## src/inc/tbg_pkg.sv

```systemverilog
package tbg_pkg;

  ////////////////////////////////////////////////////////////////////////////////
  // Register numbers, carried in the low nibble of the command byte
  localparam logic [3:0] REG_TONE_CONTROL    = 4'h7;
  localparam logic [3:0] REG_FIRST_TONE_FREQ  = 4'h8;
  localparam logic [3:0] REG_SECOND_TONE_FREQ = 4'h9;
  localparam logic [3:0] REG_TONE_RANGE_SEL   = 4'hA;
  localparam logic [3:0] REG_BUZZER_CONTROL   = 4'hB;
  localparam int         CMD_READ_BIT         = 7;
  localparam int         CMD_ADDR_MSB         = 3;

  ////////////////////////////////////////////////////////////////////////////////
  // Field positions
  localparam int TC_ATTEN_MSB   = 7;
  localparam int TC_ATTEN_LSB   = 4;
  localparam int TC_FIRST_SEL   = 3;
  localparam int TC_SECOND_SEL  = 2;
  localparam int TC_WAVE_SEL    = 1;
  localparam int TC_TX_INJECT   = 0;
  localparam int RS_DOUBLE_SEL  = 1;
  localparam int RS_HALF_SEL    = 0;
  localparam int BZ_ENABLE      = 7;
  localparam int BZ_POLARITY    = 6;
  localparam int BZ_DUTY_MSB    = 5;
  localparam int BZ_DUTY_LSB    = 0;

  ////////////////////////////////////////////////////////////////////////////////
  // Reset values
  localparam logic [7:0] TONE_CONTROL_RST = 8'h00;
  localparam logic [7:0] TONE_FREQ_RST    = 8'h00;
  localparam logic [1:0] RANGE_SEL_RST    = 2'h0;
  localparam logic [7:0] BUZZER_CTRL_RST  = 8'h00;

  ////////////////////////////////////////////////////////////////////////////////
  // Timing: base tick of 512 kHz against a 16-bit phase accumulator
  localparam int         BASE_TICK_KHZ = 512;
  localparam int         MCLK0_KHZ     = 512;
  localparam int         MCLK1_KHZ     = 1536;
  localparam int         MCLK2_KHZ     = 2048;
  localparam int         MCLK3_KHZ     = 2560;
  localparam logic [2:0] MCLK0_DIV     = 3'(MCLK0_KHZ / BASE_TICK_KHZ);
  localparam logic [2:0] MCLK1_DIV     = 3'(MCLK1_KHZ / BASE_TICK_KHZ);
  localparam logic [2:0] MCLK2_DIV     = 3'(MCLK2_KHZ / BASE_TICK_KHZ);
  localparam logic [2:0] MCLK3_DIV     = 3'(MCLK3_KHZ / BASE_TICK_KHZ);
  localparam int         ACC_W         = 16;
  localparam int         PWM_W         = 7;

  ////////////////////////////////////////////////////////////////////////////////
  // Levels, Q8 gains
  localparam logic signed [17:0] F1_GAIN_Q8     = 18'sh00100;
  localparam logic signed [17:0] F2_GAIN_Q8     = 18'sh000CB;
  localparam logic signed [7:0]  SQUARE_HIGH    = 8'sh7F;
  localparam logic signed [7:0]  SQUARE_LOW     = -8'sh7F;
  localparam logic [3:0]         ATTEN_MAX_CODE = 4'h9;

  function automatic logic [8:0] tbg_atten_gain(input logic [3:0] code);
    logic [8:0] g;
    g = 9'h00B;
    case (code)
      4'h0:    g = 9'h100;
      4'h1:    g = 9'h0B5;
      4'h2:    g = 9'h080;
      4'h3:    g = 9'h05B;
      4'h4:    g = 9'h040;
      4'h5:    g = 9'h02D;
      4'h6:    g = 9'h020;
      4'h7:    g = 9'h017;
      4'h8:    g = 9'h010;
      default: g = 9'h00B;
    endcase
    return g;
  endfunction

  function automatic logic [6:0] tbg_sine_quarter(input logic [3:0] idx);
    logic [6:0] v;
    v = 7'h00;
    case (idx)
      4'h0:    v = 7'h06;
      4'h1:    v = 7'h13;
      4'h2:    v = 7'h1F;
      4'h3:    v = 7'h2B;
      4'h4:    v = 7'h36;
      4'h5:    v = 7'h41;
      4'h6:    v = 7'h4C;
      4'h7:    v = 7'h55;
      4'h8:    v = 7'h5E;
      4'h9:    v = 7'h66;
      4'hA:    v = 7'h6D;
      4'hB:    v = 7'h73;
      4'hC:    v = 7'h78;
      4'hD:    v = 7'h7B;
      4'hE:    v = 7'h7E;
      default: v = 7'h7F;
    endcase
    return v;
  endfunction

endpackage

```

## src/design/tbg_tone_ring_buzzer.sv

```systemverilog
`timescale 1ns/1ps
module tbg_tone_ring_buzzer (
  // Clock and reset
  input  wire logic               sys_clk,
  input  wire logic               rst,
  // Serial control port
  input  wire logic               ctl_clk,
  input  wire logic               ctl_cs_n,
  input  wire logic               ctl_din,
  output logic                    ctl_dout,
  output logic                    ctl_dout_oe,
  // Master clock
  input  wire logic               mclk,
  input  wire logic [1:0]         mclk_sel,
  // Power
  input  wire logic               pwr_down,
  // Audio samples
  input  wire logic signed [15:0] tx_amp_sample,
  output logic signed [15:0]      tone_sample,
  output logic signed [15:0]      tx_path_sample,
  // Buzzer
  output logic                    buzzer_out
);
  import tbg_pkg::*;

  typedef enum {TBG_SP_IDLE, TBG_SP_CMD, TBG_SP_DATA, TBG_SP_DONE} tbg_sp_state_t;

  ////////////////////////////////////////////////////////////////////////////////
  // Pin synchronisers
  logic [1:0] ctl_clk_sync;
  logic [1:0] ctl_cs_sync;
  logic [1:0] ctl_din_sync;
  logic [1:0] mclk_sync;
  logic       ctl_clk_d;
  logic       mclk_d;

  always_ff @(posedge sys_clk or posedge rst) begin
    if (rst) begin
      ctl_clk_sync <= 2'h0;
      ctl_cs_sync  <= 2'h3;
      ctl_din_sync <= 2'h0;
      mclk_sync    <= 2'h0;
      ctl_clk_d    <= 1'b0;
      mclk_d       <= 1'b0;
    end else begin
      ctl_clk_sync <= {ctl_clk_sync[0], ctl_clk};
      ctl_cs_sync  <= {ctl_cs_sync[0], ctl_cs_n};
      ctl_din_sync <= {ctl_din_sync[0], ctl_din};
      mclk_sync    <= {mclk_sync[0], mclk};
      ctl_clk_d    <= ctl_clk_sync[1];
      mclk_d       <= mclk_sync[1];
    end
  end

  logic ctl_rise;
  logic ctl_fall;
  logic cs_active;
  logic mclk_rise;
  assign ctl_rise  = ctl_clk_sync[1] && !ctl_clk_d;
  assign ctl_fall  = !ctl_clk_sync[1] && ctl_clk_d;
  assign cs_active = !ctl_cs_sync[1];
  assign mclk_rise = mclk_sync[1] && !mclk_d;

  ////////////////////////////////////////////////////////////////////////////////
  // Serial port and register file
  tbg_sp_state_t sp_state_reg, sp_state_next;
  logic [2:0]    bit_cnt_reg, bit_cnt_next;
  logic [7:0]    shift_in_reg, shift_in_next;
  logic [7:0]    shift_out_reg, shift_out_next;
  logic [7:0]    cmd_reg, cmd_next;
  logic          dout_reg, dout_next;
  logic          dout_oe_reg, dout_oe_next;
  logic [7:0]    tone_control_reg, tone_control_next;
  logic [7:0]    first_tone_frequency_reg, first_tone_frequency_next;
  logic [7:0]    second_tone_frequency_reg, second_tone_frequency_next;
  logic [1:0]    tone_range_select_reg, tone_range_select_next;
  logic [7:0]    buzzer_control_reg, buzzer_control_next;
  logic [7:0]    in_byte;
  logic [7:0]    rd_data;

  always_comb begin
    case (shift_in_next[CMD_ADDR_MSB:0])
      REG_TONE_CONTROL:     rd_data = tone_control_reg;
      REG_FIRST_TONE_FREQ:  rd_data = first_tone_frequency_reg;
      REG_SECOND_TONE_FREQ: rd_data = second_tone_frequency_reg;
      REG_TONE_RANGE_SEL:   rd_data = {6'h00, tone_range_select_reg};
      REG_BUZZER_CONTROL:   rd_data = buzzer_control_reg;
      default:              rd_data = 8'h00;
    endcase
  end

  always_comb begin
    sp_state_next              = sp_state_reg;
    bit_cnt_next               = bit_cnt_reg;
    shift_in_next              = shift_in_reg;
    shift_out_next             = shift_out_reg;
    cmd_next                   = cmd_reg;
    dout_next                  = dout_reg;
    dout_oe_next               = dout_oe_reg;
    tone_control_next          = tone_control_reg;
    first_tone_frequency_next  = first_tone_frequency_reg;
    second_tone_frequency_next = second_tone_frequency_reg;
    tone_range_select_next     = tone_range_select_reg;
    buzzer_control_next        = buzzer_control_reg;
    in_byte                    = {shift_in_reg[6:0], ctl_din_sync[1]};
    if (ctl_rise) begin
      shift_in_next = in_byte;
    end
    if (!cs_active) begin
      sp_state_next = TBG_SP_IDLE;
      dout_oe_next  = 1'b0;
    end else begin
      case (sp_state_reg)
        TBG_SP_IDLE: begin
          sp_state_next = TBG_SP_CMD;
          bit_cnt_next  = 3'h0;
        end
        TBG_SP_CMD: begin
          if (ctl_rise) begin
            bit_cnt_next = 3'(bit_cnt_reg + 3'h1);
            if (bit_cnt_reg == 3'h7) begin
              cmd_next       = in_byte;
              shift_out_next = rd_data;
              sp_state_next  = TBG_SP_DATA;
            end
          end
        end
        TBG_SP_DATA: begin
          if (ctl_fall && cmd_reg[CMD_READ_BIT]) begin
            dout_next      = shift_out_reg[7];
            dout_oe_next   = 1'b1;
            shift_out_next = {shift_out_reg[6:0], 1'b0};
          end
          if (ctl_rise) begin
            bit_cnt_next = 3'(bit_cnt_reg + 3'h1);
            if (bit_cnt_reg == 3'h7) begin
              sp_state_next = TBG_SP_DONE;
              if (!cmd_reg[CMD_READ_BIT]) begin
                case (cmd_reg[CMD_ADDR_MSB:0])
                  REG_TONE_CONTROL:     tone_control_next          = in_byte;
                  REG_FIRST_TONE_FREQ:  first_tone_frequency_next  = in_byte;
                  REG_SECOND_TONE_FREQ: second_tone_frequency_next = in_byte;
                  REG_TONE_RANGE_SEL:   tone_range_select_next     = in_byte[RS_DOUBLE_SEL:RS_HALF_SEL];
                  REG_BUZZER_CONTROL:   buzzer_control_next        = in_byte;
                  default:              tone_control_next          = tone_control_reg;
                endcase
              end
            end
          end
        end
        TBG_SP_DONE: begin
          // Extra clocks after a transfer are ignored until select drops
          if (ctl_fall) begin
            dout_oe_next = 1'b0;
          end
        end
        default: sp_state_next = TBG_SP_IDLE;
      endcase
    end
  end

  always_ff @(posedge sys_clk or posedge rst) begin
    if (rst) begin
      sp_state_reg              <= TBG_SP_IDLE;
      bit_cnt_reg               <= 3'h0;
      shift_in_reg              <= 8'h00;
      shift_out_reg             <= 8'h00;
      cmd_reg                   <= 8'h00;
      dout_reg                  <= 1'b0;
      dout_oe_reg               <= 1'b0;
      tone_control_reg          <= TONE_CONTROL_RST;
      first_tone_frequency_reg  <= TONE_FREQ_RST;
      second_tone_frequency_reg <= TONE_FREQ_RST;
      tone_range_select_reg     <= RANGE_SEL_RST;
      buzzer_control_reg        <= BUZZER_CTRL_RST;
    end else begin
      sp_state_reg              <= sp_state_next;
      bit_cnt_reg               <= bit_cnt_next;
      shift_in_reg              <= shift_in_next;
      shift_out_reg             <= shift_out_next;
      cmd_reg                   <= cmd_next;
      dout_reg                  <= dout_next;
      dout_oe_reg               <= dout_oe_next;
      tone_control_reg          <= tone_control_next;
      first_tone_frequency_reg  <= first_tone_frequency_next;
      second_tone_frequency_reg <= second_tone_frequency_next;
      tone_range_select_reg     <= tone_range_select_next;
      buzzer_control_reg        <= buzzer_control_next;
    end
  end

  assign ctl_dout    = dout_reg;
  assign ctl_dout_oe = dout_oe_reg;

  // Decoded controls; cadence comes only from host writes
  logic       first_gen_select;
  logic       second_gen_select;
  logic       waveform_select;
  logic       tx_path_inject;
  logic       range_double_sel;
  logic       range_half_sel;
  logic       buzzer_enable;
  logic       buzzer_polarity;
  logic [3:0] atten_code;
  logic [5:0] duty;
  assign first_gen_select  = tone_control_reg[TC_FIRST_SEL];
  assign second_gen_select = tone_control_reg[TC_SECOND_SEL];
  assign waveform_select   = tone_control_reg[TC_WAVE_SEL];
  assign tx_path_inject    = tone_control_reg[TC_TX_INJECT];
  assign atten_code        = tone_control_reg[TC_ATTEN_MSB:TC_ATTEN_LSB];
  assign range_double_sel  = tone_range_select_reg[RS_DOUBLE_SEL];
  assign range_half_sel    = tone_range_select_reg[RS_HALF_SEL];
  assign buzzer_enable     = buzzer_control_reg[BZ_ENABLE];
  assign buzzer_polarity   = buzzer_control_reg[BZ_POLARITY];
  assign duty              = buzzer_control_reg[BZ_DUTY_MSB:BZ_DUTY_LSB];

  ////////////////////////////////////////////////////////////////////////////////
  // Master clock divider to a 512 kHz base tick
  logic [2:0] div_cnt_reg, div_cnt_next;
  logic       half_phase_reg, half_phase_next;
  logic [2:0] div_ratio;
  logic       base_tick;
  logic       gen_tick;
  logic       is_double;
  logic       is_half;

  assign is_double = range_double_sel && !range_half_sel;
  assign is_half   = range_half_sel && !range_double_sel;

  always_comb begin
    case (mclk_sel)
      2'h0:    div_ratio = MCLK0_DIV;
      2'h1:    div_ratio = MCLK1_DIV;
      2'h2:    div_ratio = MCLK2_DIV;
      default: div_ratio = MCLK3_DIV;
    endcase
    base_tick       = mclk_rise && (div_cnt_reg >= 3'(div_ratio - 3'h1));
    div_cnt_next    = div_cnt_reg;
    half_phase_next = half_phase_reg;
    if (mclk_rise) begin
      div_cnt_next = base_tick ? 3'h0 : 3'(div_cnt_reg + 3'h1);
    end
    if (base_tick) begin
      half_phase_next = !half_phase_reg;
    end
    gen_tick = base_tick && (!is_half || half_phase_reg);
  end

  always_ff @(posedge sys_clk or posedge rst) begin
    if (rst) begin
      div_cnt_reg    <= 3'h0;
      half_phase_reg <= 1'b0;
    end else begin
      div_cnt_reg    <= div_cnt_next;
      half_phase_reg <= half_phase_next;
    end
  end

  ////////////////////////////////////////////////////////////////////////////////
  // Two generators; doubled range steps twice as far per tick
  logic [ACC_W-1:0]  step1;
  logic [ACC_W-1:0]  step2;
  logic              sq1;
  logic              sq2;
  logic signed [7:0] sine1;
  logic signed [7:0] sine2;

  assign step1 = is_double ? {7'h00, first_tone_frequency_reg, 1'b0} : {8'h00, first_tone_frequency_reg};
  assign step2 = is_double ? {7'h00, second_tone_frequency_reg, 1'b0} : {8'h00, second_tone_frequency_reg};

  tbg_tone_gen #(.ACC_BITS(ACC_W)) u_first_generator (
    .sys_clk    (sys_clk),
    .rst        (rst),
    .run        (first_gen_select),
    .tick_en    (gen_tick),
    .step       (step1),
    .square_out (sq1),
    .sine_out   (sine1)
  );

  tbg_tone_gen #(.ACC_BITS(ACC_W)) u_second_generator (
    .sys_clk    (sys_clk),
    .rst        (rst),
    .run        (second_gen_select),
    .tick_en    (gen_tick),
    .step       (step2),
    .square_out (sq2),
    .sine_out   (sine2)
  );

  ////////////////////////////////////////////////////////////////////////////////
  // Mixer, attenuator and transmit routing
  logic signed [15:0] tone_next;
  logic signed [15:0] tx_path_next;
  logic signed [7:0]  s1;
  logic signed [7:0]  s2;
  logic signed [17:0] mix;
  logic signed [26:0] atten_prod;

  always_comb begin
    // Natural shape: first square, second sine; waveform bit forces sine on both
    s1 = 8'sh00;
    s2 = 8'sh00;
    if (first_gen_select) begin
      s1 = waveform_select ? sine1 : (sq1 ? SQUARE_HIGH : SQUARE_LOW);
    end
    if (second_gen_select) begin
      s2 = sine2;
    end
    mix          = 18'(s1) * F1_GAIN_Q8 + 18'(s2) * F2_GAIN_Q8;
    atten_prod   = 27'(mix) * 27'($signed({1'b0, tbg_atten_gain(atten_code)}));
    tone_next    = atten_prod[24:9];
    tx_path_next = tx_path_inject ? tone_sample : tx_amp_sample;
  end

  always_ff @(posedge sys_clk or posedge rst) begin
    if (rst) begin
      tone_sample    <= 16'sh0000;
      tx_path_sample <= 16'sh0000;
    end else begin
      tone_sample    <= tone_next;
      tx_path_sample <= tx_path_next;
    end
  end

  ////////////////////////////////////////////////////////////////////////////////
  // Buzzer PWM; duty tops out below half period with six bits
  logic [PWM_W-1:0] pwm_cnt_reg, pwm_cnt_next;
  logic             buzzer_next;
  logic             pwm_on;
  logic             ring_gate;
  logic             buzz_live;

  always_comb begin
    pwm_cnt_next = base_tick ? PWM_W'(pwm_cnt_reg + 1'b1) : pwm_cnt_reg;
    pwm_on       = pwm_cnt_reg < {1'b0, duty};
    ring_gate    = sq1 && (!second_gen_select || sq2);
    buzz_live    = buzzer_enable && !pwr_down && first_gen_select;
    buzzer_next  = buzz_live ? ((pwm_on && ring_gate) ^ buzzer_polarity) : buzzer_polarity;
  end

  always_ff @(posedge sys_clk or posedge rst) begin
    if (rst) begin
      pwm_cnt_reg <= '0;
      buzzer_out  <= 1'b0;
    end else begin
      pwm_cnt_reg <= pwm_cnt_next;
      buzzer_out  <= buzzer_next;
    end
  end

  ////////////////////////////////////////////////////////////////////////////////
  a_idle_level: assert property (@(posedge sys_clk) disable iff (rst)
    (!buzzer_enable || pwr_down) |=> buzzer_out == $past(buzzer_polarity))
    else $error("buzzer not at idle level");

  a_pwm_off_part: assert property (@(posedge sys_clk) disable iff (rst)
    (pwm_cnt_reg >= {1'b0, duty}) |=> buzzer_out == $past(buzzer_polarity))
    else $error("buzzer active outside duty window");

  a_pwm_on_part: assert property (@(posedge sys_clk) disable iff (rst)
    (buzz_live && pwm_cnt_reg < {1'b0, duty} && sq1 && !second_gen_select)
      |=> buzzer_out == !$past(buzzer_polarity))
    else $error("buzzer not active inside duty window");

  a_am_gate: assert property (@(posedge sys_clk) disable iff (rst)
    (second_gen_select && !sq2) |=> buzzer_out == $past(buzzer_polarity))
    else $error("buzzer not gated by second generator");

  a_reset_buzzer: assert property (@(posedge sys_clk)
    $fell(rst) |-> !buzzer_control_reg[BZ_ENABLE] && !buzzer_control_reg[BZ_POLARITY] && !buzzer_out)
    else $error("buzzer control not cleared at reset");

  a_half_skip: assert property (@(posedge sys_clk) disable iff (rst)
    (is_half && base_tick && !half_phase_reg) |-> !gen_tick)
    else $error("halved range ticked every base tick");

  a_double_step: assert property (@(posedge sys_clk) disable iff (rst)
    (is_double && gen_tick && first_gen_select && first_tone_frequency_reg != 8'h00)
      |=> u_first_generator.acc_reg ==
          ACC_W'($past(u_first_generator.acc_reg) + {$past(first_tone_frequency_reg), 1'b0}))
    else $error("doubled range step wrong");

  a_tx_route: assert property (@(posedge sys_clk) disable iff (rst)
    (!tx_path_inject) [*2] |-> tx_path_sample == $past(tx_amp_sample))
    else $error("transmit path not from amplifier");

  a_silent_off: assert property (@(posedge sys_clk) disable iff (rst)
    (!first_gen_select && !second_gen_select) [*2] |-> tone_sample == 16'sh0000)
    else $error("tone present with no generator");

  a_dout_quiet: assert property (@(posedge sys_clk) disable iff (rst)
    (!cs_active) |=> !ctl_dout_oe)
    else $error("serial output driven while deselected");

endmodule

```

## src/design/tbg_tone_gen.sv

```systemverilog
`timescale 1ns/1ps
module tbg_tone_gen #(
  parameter int ACC_BITS = 16
) (
  // Clock and reset
  input  wire logic                sys_clk,
  input  wire logic                rst,
  // Control
  input  wire logic                run,
  input  wire logic                tick_en,
  input  wire logic [ACC_BITS-1:0] step,
  // Waveforms
  output logic                     square_out,
  output logic signed [7:0]        sine_out
);
  import tbg_pkg::*;

  logic [ACC_BITS-1:0] acc_reg;
  logic [ACC_BITS-1:0] acc_next;
  logic                square_next;
  logic signed [7:0]   sine_next;
  logic [1:0]          quad;
  logic [3:0]          idx;
  logic [6:0]          mag;

  ////////////////////////////////////////////////////////////////////////////////
  always_comb begin
    acc_next = acc_reg;
    if (!run || step == '0) begin
      acc_next = '0;
    end else if (tick_en) begin
      acc_next = ACC_BITS'(acc_reg + step);
    end
    quad        = acc_next[ACC_BITS-1 -: 2];
    idx         = acc_next[ACC_BITS-3 -: 4];
    mag         = tbg_sine_quarter(quad[0] ? ~idx : idx);
    square_next = acc_next[ACC_BITS-1];
    sine_next   = quad[1] ? -$signed({1'b0, mag}) : $signed({1'b0, mag});
  end

  always_ff @(posedge sys_clk or posedge rst) begin
    if (rst) begin
      acc_reg    <= '0;
      square_out <= 1'b0;
      sine_out   <= 8'sh00;
    end else begin
      acc_reg    <= acc_next;
      square_out <= square_next;
      sine_out   <= sine_next;
    end
  end

  ////////////////////////////////////////////////////////////////////////////////
  a_acc_advance: assert property (@(posedge sys_clk) disable iff (rst)
    (run && tick_en && step != '0) |=> acc_reg == ACC_BITS'($past(acc_reg) + $past(step)))
    else $error("accumulator did not advance by step");

  a_zero_still: assert property (@(posedge sys_clk) disable iff (rst)
    (step == '0) [*2] |-> acc_reg == '0 && !square_out)
    else $error("zero frequency still oscillates");

endmodule

```

## config.mk

```make
export PLATFORM = sky130hd
export DESIGN_NAME = tbg_tone_ring_buzzer
export DESIGN_NICKNAME = d
export VERILOG_FILES = /design/src/inc/tbg_pkg.sv /design/src/design/tbg_tone_ring_buzzer.sv /design/src/design/tbg_tone_gen.sv
export SDC_FILE = /design/constraint.sdc
export NUM_CORES = 1
export LEC_CHECK = 0
export ABC_AREA = 1
export BUFFER_PORTS_ARGS = -buffer_cell sky130_fd_sc_hd__buf_4
export CAP_MARGIN = 0
export CELL_PAD_IN_SITES_DETAIL_PLACEMENT = 0
export CELL_PAD_IN_SITES_GLOBAL_PLACEMENT = 1
export CORE_ASPECT_RATIO = 1.2
export CORE_MARGIN = 2
export CORE_UTILIZATION = 35
export DETAILED_ROUTE_END_ITERATION = 10
export PLACE_DENSITY_LB_ADDON = 0.15
export SLEW_MARGIN = 25
export SYNTH_ARGS = -nofsm -noshare
export SYNTH_HDL_FRONTEND = slang
export SYNTH_SLANG_ARGS = --single-unit
```

## constraint.sdc

```tcl
create_clock -name sys_clk -period 13.8 [get_ports sys_clk]
set_input_delay 2.76 -clock sys_clk [delete_from_list [all_inputs] [get_ports sys_clk]]
set_output_delay 2.76 -clock sys_clk [all_outputs]
set_load 0.01 [all_outputs]
```

==> impl_metrics.env, run 1 <==
export IMPL_status="finished, final reports clean"
export IMPL_routed_via_density=4.646
export IMPL_path_delay_family="adder cells"
export IMPL_max_cap_viol_count=0
export IMPL_gpl_final_weighted_congestion=0.8399
export IMPL_core_mm2=0.04562
export IMPL_worst_pin_slew_ns=0.8811
export IMPL_timing_critical_path_from_type="flop"
export IMPL_cts_hold_fix_buffers=0
export IMPL_skew_ns=0.01945
export IMPL_timing_final_setup_violations=0
export IMPL_cts_buffers=17
export IMPL_synth_seq_area_share_pct=25.41
export IMPL_count_of_vias_placed_by_the_detailed_router=12689
export IMPL_internal_power_uw=833.8
export IMPL_finalSetupTns_ns=0
export IMPL_dominantRegCellSynth="sky130_fd_sc_hd__dfrtp_1"
export IMPL_clk_insertion_delay_late_ns=0.46
export IMPL_multi_input_comb_area_mm2=0.01020
export IMPL_max_freq_ghz=0.1066
export IMPL_die_area_mm2=0.04763
export IMPL_fin_ws_ns=4.421
export IMPL_pwr_share_comb_pct=13.1
export IMPL_area_sequential_mm2=0.004081
export IMPL_nFillCells=4896
export IMPL_die_height_um=238.7
export IMPL_avgRoutedWirePerCell_um=14.56
export IMPL_root_buffer="sky130_fd_sc_hd__clkbuf_16"
export IMPL_synthesis_instances=2046
export IMPL_dpl_instance_area_mm2=0.01718
export IMPL_portBuffers=59
export IMPL_drt_pass1_iter_count=4
export IMPL_cpPeakStageDelay_ns=0.63
export IMPL_cp_buffers_inverters=4
export IMPL_critical_path_required_ns=14.18
export IMPL_sw_frac_of_total_pct=30.28
export IMPL_worst_hold_path_type="reg2reg"
export IMPL_layout_cells_most_common="sky130_fd_sc_hd__nand2_1"
export IMPL_placement_rows=86
export IMPL_yosysWarningCount=0
export IMPL_finish_instance_area_mm2=0.01782
export IMPL_clk_transition_reported_paths_ns=0.07
export IMPL_synthToLayoutAreaGrowth_pct=10.94
export IMPL_globalRoute_totalOverflow=0
export IMPL_grt_first_pass_wirelength_um=66810
export IMPL_cts_htree_levels=4
export IMPL_total_switching_power_uw=362.1
export IMPL_maximum_number_of_pins_on_one_net_before_global_route_repair=100
export IMPL_layout_common_cells="sky130_fd_sc_hd__nand2_1, sky130_fd_sc_hd__inv_1, sky130_fd_sc_hd__nor2_1, sky130_fd_sc_hd__dfrtp_1, sky130_fd_sc_hd__ha_1"
export IMPL_flops_latches_synth=163
export IMPL_final_hold_viol_count=0
export IMPL_syn_area_mm2=0.01606
export IMPL_dp_hpwl_um=32630
export IMPL_post_cts_buffers=0
export IMPL_grtUsageTotal_pct=17.76
export IMPL_slew_limit_headroom_pct=41.26
export IMPL_tritoncts_num_sinks=163
export IMPL_cts_repair_resized=0
export IMPL_min_period_ns=9.379
export IMPL_design_portCount=60
export IMPL_power_per_cell_area_mw_per_mm2=67.12
export IMPL_postSynthNetCount=2361
export IMPL_unrepaired_setup_endpoints_after_global_routing="no"
export IMPL_fin_nets=2417
export IMPL_n_antenna_cell=0
export IMPL_syn_avg_cell_area_um2=7.850
export IMPL_number_of_distinct_library_cells_after_synthesis=56
export IMPL_cts_tree="yes"
export IMPL_drt_iter0_markers=508
export IMPL_antenna_violations_before_repair=0
export IMPL_crit_type="reg2reg"
export IMPL_postSynth_asyncResetShare_pct=100.0
export IMPL_cp_arrival_ns=9.76
export IMPL_start_util_pct=35.20
export IMPL_power_leakage_uw=0.009367
export IMPL_number_of_flops_mapped_to_enable_cells_by_yosys=0
export IMPL_drive_above_1_share_pct=8.369
export IMPL_final_max_slew_violation_count=0
export IMPL_power_frac_clock_pct=41.9
export IMPL_share_seq_of_total_power_pct=45.0
export IMPL_critical_path_endpoint_type="flop"
export IMPL_totalWireLength_um=39770
export IMPL_ant_nets=0
export IMPL_post_route_drc_count=0
export IMPL_grt_pass1_vias=13361
export IMPL_die_width_um=199.6
export IMPL_worstPathMaxFanout=13
export IMPL_period_utilization_post_route_pct=67.97
export IMPL_crit_slowest_cell="sky130_fd_sc_hd__dfrtp_1"
export IMPL_pre_cts_slack_ns=4.447
export IMPL_clk_path_buf_depth=2
export IMPL_crit_top_cell="sky130_fd_sc_hd__nand2_1"
export IMPL_max_vdd_ir_drop_v=0.00008770
==> cell type report <==
cell class                      count  area share, %
Timing Repair Buffer               68          2.977
Inverter                          431          9.121
Multi-Input combinational cell   1421          57.26
Tap cell                          616          4.325
Sequential cell                   163          22.90
Clock inverter                     15          1.025
Clock buffer                       17          2.387
==> through the flow <==
stage	instances	hold WS [ns]	power (µW)	util [%]
2_1_floorplan	2046	0.3312	654.9	-
3_3_place_gp	2698	0.3347	702.1	37.66
3_5_place_dp	2698	0.3347	707.2	37.66
4_1_cts	2730	0.3523	1220	39.00
5_1_grt	2731	0.3618	1264	39.06
6_report	2731	0.3506	1196	39.06
==> layer usage <==
layer	vias up	wire length [µm]	global-route usage (%)
met5	-	0	0
met4	0	933	5.836
met3	47	602	1.961
met2	131	21050	33.15
met1	6068	17180	20.93
li1	6443	-	-
==> worst paths after layout <==
path	startpoint	endpoint	slack (ns)	depth (start not counted)
max	tone_control_reg[2]$_DFFE_PP0P_	tone_sample[14]$_DFF_PP0_	4.42	34
min	ctl_din_sync[0]$_DFF_PP0_	ctl_din_sync[1]$_DFF_PP0_	0.35	0
max reg2reg	tone_control_reg[2]$_DFFE_PP0P_	tone_sample[14]$_DFF_PP0_	4.42	34
min reg2reg	ctl_din_sync[0]$_DFF_PP0_	ctl_din_sync[1]$_DFF_PP0_	0.35	0
max in group asynchronous	rst	u_second_generator.acc_reg[5]$_DFFE_PP0P_	9.99	4
min in group asynchronous	rst	tx_path_sample[15]$_DFF_PP0_	2.25	2
==> power by group through the flow <==
stage                     registers [µW]  clock network (µW)  logic (µW)
final                                539                 501         157
after global routing                 544                 537         183
after CTS                            539                 521         160
after detailed placement             548                   0         159
after global placement               547                   0         155
after floorplan                      543                   0         112
==> cell families after synthesis <==
group / after synthesis / synth area share, %
mux: 16 / 1.122
fa+ha+maj: 290 / 29.09
compound gates: 254 / 8.912
xor+xnor: 63 / 3.435
buf+inv: 462 / 11.06
flops: 163 / 25.41
simple gates: 798 / 20.97
==> synthesized netlist by cell type, types with 20 or more instances <==
cell	number	area, µm²
sky130_fd_sc_hd__nand2_1	440	1652
sky130_fd_sc_hd__inv_1	422	1584
sky130_fd_sc_hd__nor2_1	186	698.2
sky130_fd_sc_hd__dfrtp_1	161	4029
sky130_fd_sc_hd__ha_1	151	1889
sky130_fd_sc_hd__fa_1	139	2783
sky130_fd_sc_hd__o21ai_0	114	570.6
sky130_fd_sc_hd__nand3_1	83	415.4
sky130_fd_sc_hd__a21oi_1	71	355.3
sky130_fd_sc_hd__xor2_1	38	332.8
sky130_fd_sc_hd__xnor2_1	25	219.0
sky130_fd_sc_hd__clkbuf_1	20	75.07
sky130_fd_sc_hd__nand2_2	20	125.1
Note: power is estimated with default switching activity, not from simulation.
==> inputs of run 2 (changes only) <==
==> constraint.sdc (replaced) <==
create_clock -name sys_clk -period 8.7 [get_ports sys_clk]
set_input_delay 1.74 -clock sys_clk [delete_from_list [all_inputs] [get_ports sys_clk]]
set_output_delay 1.74 -clock sys_clk [all_outputs]
set_load 0.01 [all_outputs]
==> impl_metrics.env, run 2 (synthesis gave the netlist of run 1 again) <==
export IMPL_clk_path_buf_depth=2
export IMPL_post_route_drc_count=0
export IMPL_layout_common_cells="sky130_fd_sc_hd__nand2_1, sky130_fd_sc_hd__inv_1, sky130_fd_sc_hd__nor2_1, sky130_fd_sc_hd__dfrtp_1, sky130_fd_sc_hd__ha_1"
export IMPL_critical_path_required_ns=9.04
export IMPL_worstPathMaxFanout=8
export IMPL_layout_cells_most_common="sky130_fd_sc_hd__nand2_1"
export IMPL_worst_pin_slew_ns=0.9136
export IMPL_cts_hold_fix_buffers=0
export IMPL_max_cap_viol_count=0
export IMPL_routed_via_density=4.640
export IMPL_fin_nets=2432
export IMPL_clk_transition_reported_paths_ns=0.07
export IMPL_min_period_ns=8.340
export IMPL_root_buffer="sky130_fd_sc_hd__clkbuf_16"
export IMPL_n_antenna_cell=0
export IMPL_placement_rows=86
export IMPL_cpPeakStageDelay_ns=0.54
export IMPL_timing_final_setup_violations=0
export IMPL_crit_top_cell="sky130_fd_sc_hd__nand2_1"
export IMPL_cts_htree_levels=4
export IMPL_crit_slowest_cell="sky130_fd_sc_hd__fa_1"
export IMPL_max_vdd_ir_drop_v=0.0001303
export IMPL_dp_hpwl_um=33380
export IMPL_drt_iter0_markers=547
export IMPL_power_leakage_uw=0.009417
export IMPL_layout_cells_non_filler=2746
export IMPL_drive_above_1_share_pct=9.718
export IMPL_design_portCount=60
export IMPL_cts_tree="yes"
export IMPL_cp_buffers_inverters=6
export IMPL_worst_hold_path_type="reg2reg"
export IMPL_globalRoute_totalOverflow=0
export IMPL_final_max_slew_violation_count=0
export IMPL_drt_pass1_iter_count=5
export IMPL_synthToLayoutAreaGrowth_pct=11.83
export IMPL_avgRoutedWirePerCell_um=14.79
export IMPL_reg2reg_from="tone_control_reg[2]$_DFFE_PP0P_"
export IMPL_die_width_um=199.6
export IMPL_crit_path_start="tone_control_reg[2]$_DFFE_PP0P_"
export IMPL_gpl_final_weighted_congestion=0.8635
export IMPL_crit_type="reg2reg"
export IMPL_portBuffers=59
export IMPL_worst_hold_slack_ns=0.3572
export IMPL_final_hold_viol_count=0
export IMPL_period_utilization_post_route_pct=95.86
export IMPL_slew_limit_headroom_pct=39.09
export IMPL_tritoncts_num_sinks=163
export IMPL_status="finished, final reports clean"
export IMPL_timing_critical_path_from_type="flop"
export IMPL_power_per_cell_area_mw_per_mm2=104.2
export IMPL_path_delay_family="adder cells"
export IMPL_clk_insertion_delay_late_ns=0.47
export IMPL_count_of_vias_placed_by_the_detailed_router=12742
export IMPL_antenna_violations_before_repair=1
export IMPL_die_height_um=238.7
export IMPL_cts_buffers=17
export IMPL_worst_hold_startpoint="mclk_sync[0]$_DFF_PP0_"
export IMPL_grtUsageTotal_pct=17.96
export IMPL_skew_ns=0.01054
export IMPL_cp_arrival_ns=8.68
export IMPL_core_mm2=0.04562
export IMPL_dpl_cell_count=2711
export IMPL_die_area_mm2=0.04763
export IMPL_totalWireLength_um=40620
export IMPL_critical_path_endpoint_type="flop"
export IMPL_start_util_pct=35.20
export IMPL_grt_pass1_vias=13232
export IMPL_ant_nets=0
export IMPL_max_freq_ghz=0.1199
export IMPL_maximum_number_of_pins_on_one_net_before_global_route_repair=102
export IMPL_grt_first_pass_wirelength_um=67250
run 2: cell types whose count changed in the layout (fill, tap and decap cells not counted), sizes merged:
cell,delta
bufinv,-1
buf,+15
clkinvlp,+1
run 2: layout make-up:
type	instances	area, µm²
Clock inverter	15	162.7
Multi-Input combinational cell	1421	10270
Timing Repair Buffer	83	623.1
Sequential cell	163	4083
Tap cell	616	770.7
Fill cell	4868	27660
Inverter	431	1628
Clock buffer	17	425.4
run 2: path summary, 6_finish.rpt:
| kind | endpoint | slack (ns) | cells after the start |
|---|---|---|---|
| max | tone_sample[14]$_DFF_PP0_ | 0.36 | 36 |
| min | mclk_sync[1]$_DFF_PP0_ | 0.36 | 0 |
| max reg2reg | tone_sample[14]$_DFF_PP0_ | 0.36 | 36 |
| min reg2reg | mclk_sync[1]$_DFF_PP0_ | 0.36 | 0 |
| max in group asynchronous | tone_control_reg[2]$_DFFE_PP0P_ | 5.89 | 3 |
| min in group asynchronous | tx_path_sample[14]$_DFF_PP0_ | 1.38 | 2 |
run 2: timing repair:
action | in CTS | in global routing
resized for setup | 0 | 16
setup endpoints to repair | 0 | 8
buffers inserted | 0 | 3
run 2: power by group:
part           internal [µW]  leakage (µW)  switching [µW]
combinational           92.7       0.00699             155
clock                    383      0.000276             387
sequential               816       0.00215            37.8
total                   1290       0.00942             579
run 2: layer usage:
layer  wire, µm  global-route usage (%)  up-vias  part of all wire, %
met2      21810                   33.91      154                   54
li1           -                       -     6475                    -
met5          0                       0        -                    0
met4        871                   5.589        0                  2.1
met1      17130                   20.99     6074                   42
met3        808                   1.989       39                  2.0
run 2: metrics by stage:
| step | utilization [%] | instance area (µm²) | power (µW) | TNS (ns) | setup WS, ns |
|---|---|---|---|---|---|
| floorplan | - | 16060 | 1039 | 0 | 0.6644 |
| global placement | 37.88 | 17280 | 1112 | 0 | 0.2861 |
| detailed placement | 37.88 | 17280 | 1120 | 0 | 0.2287 |
| CTS | 39.17 | 17870 | 1905 | 0 | 0.1945 |
| global route | 39.37 | 17960 | 1985 | -0.009471 | -0.009471 |
| finish | 39.37 | 17960 | 1871 | 0 | 0.3604 |
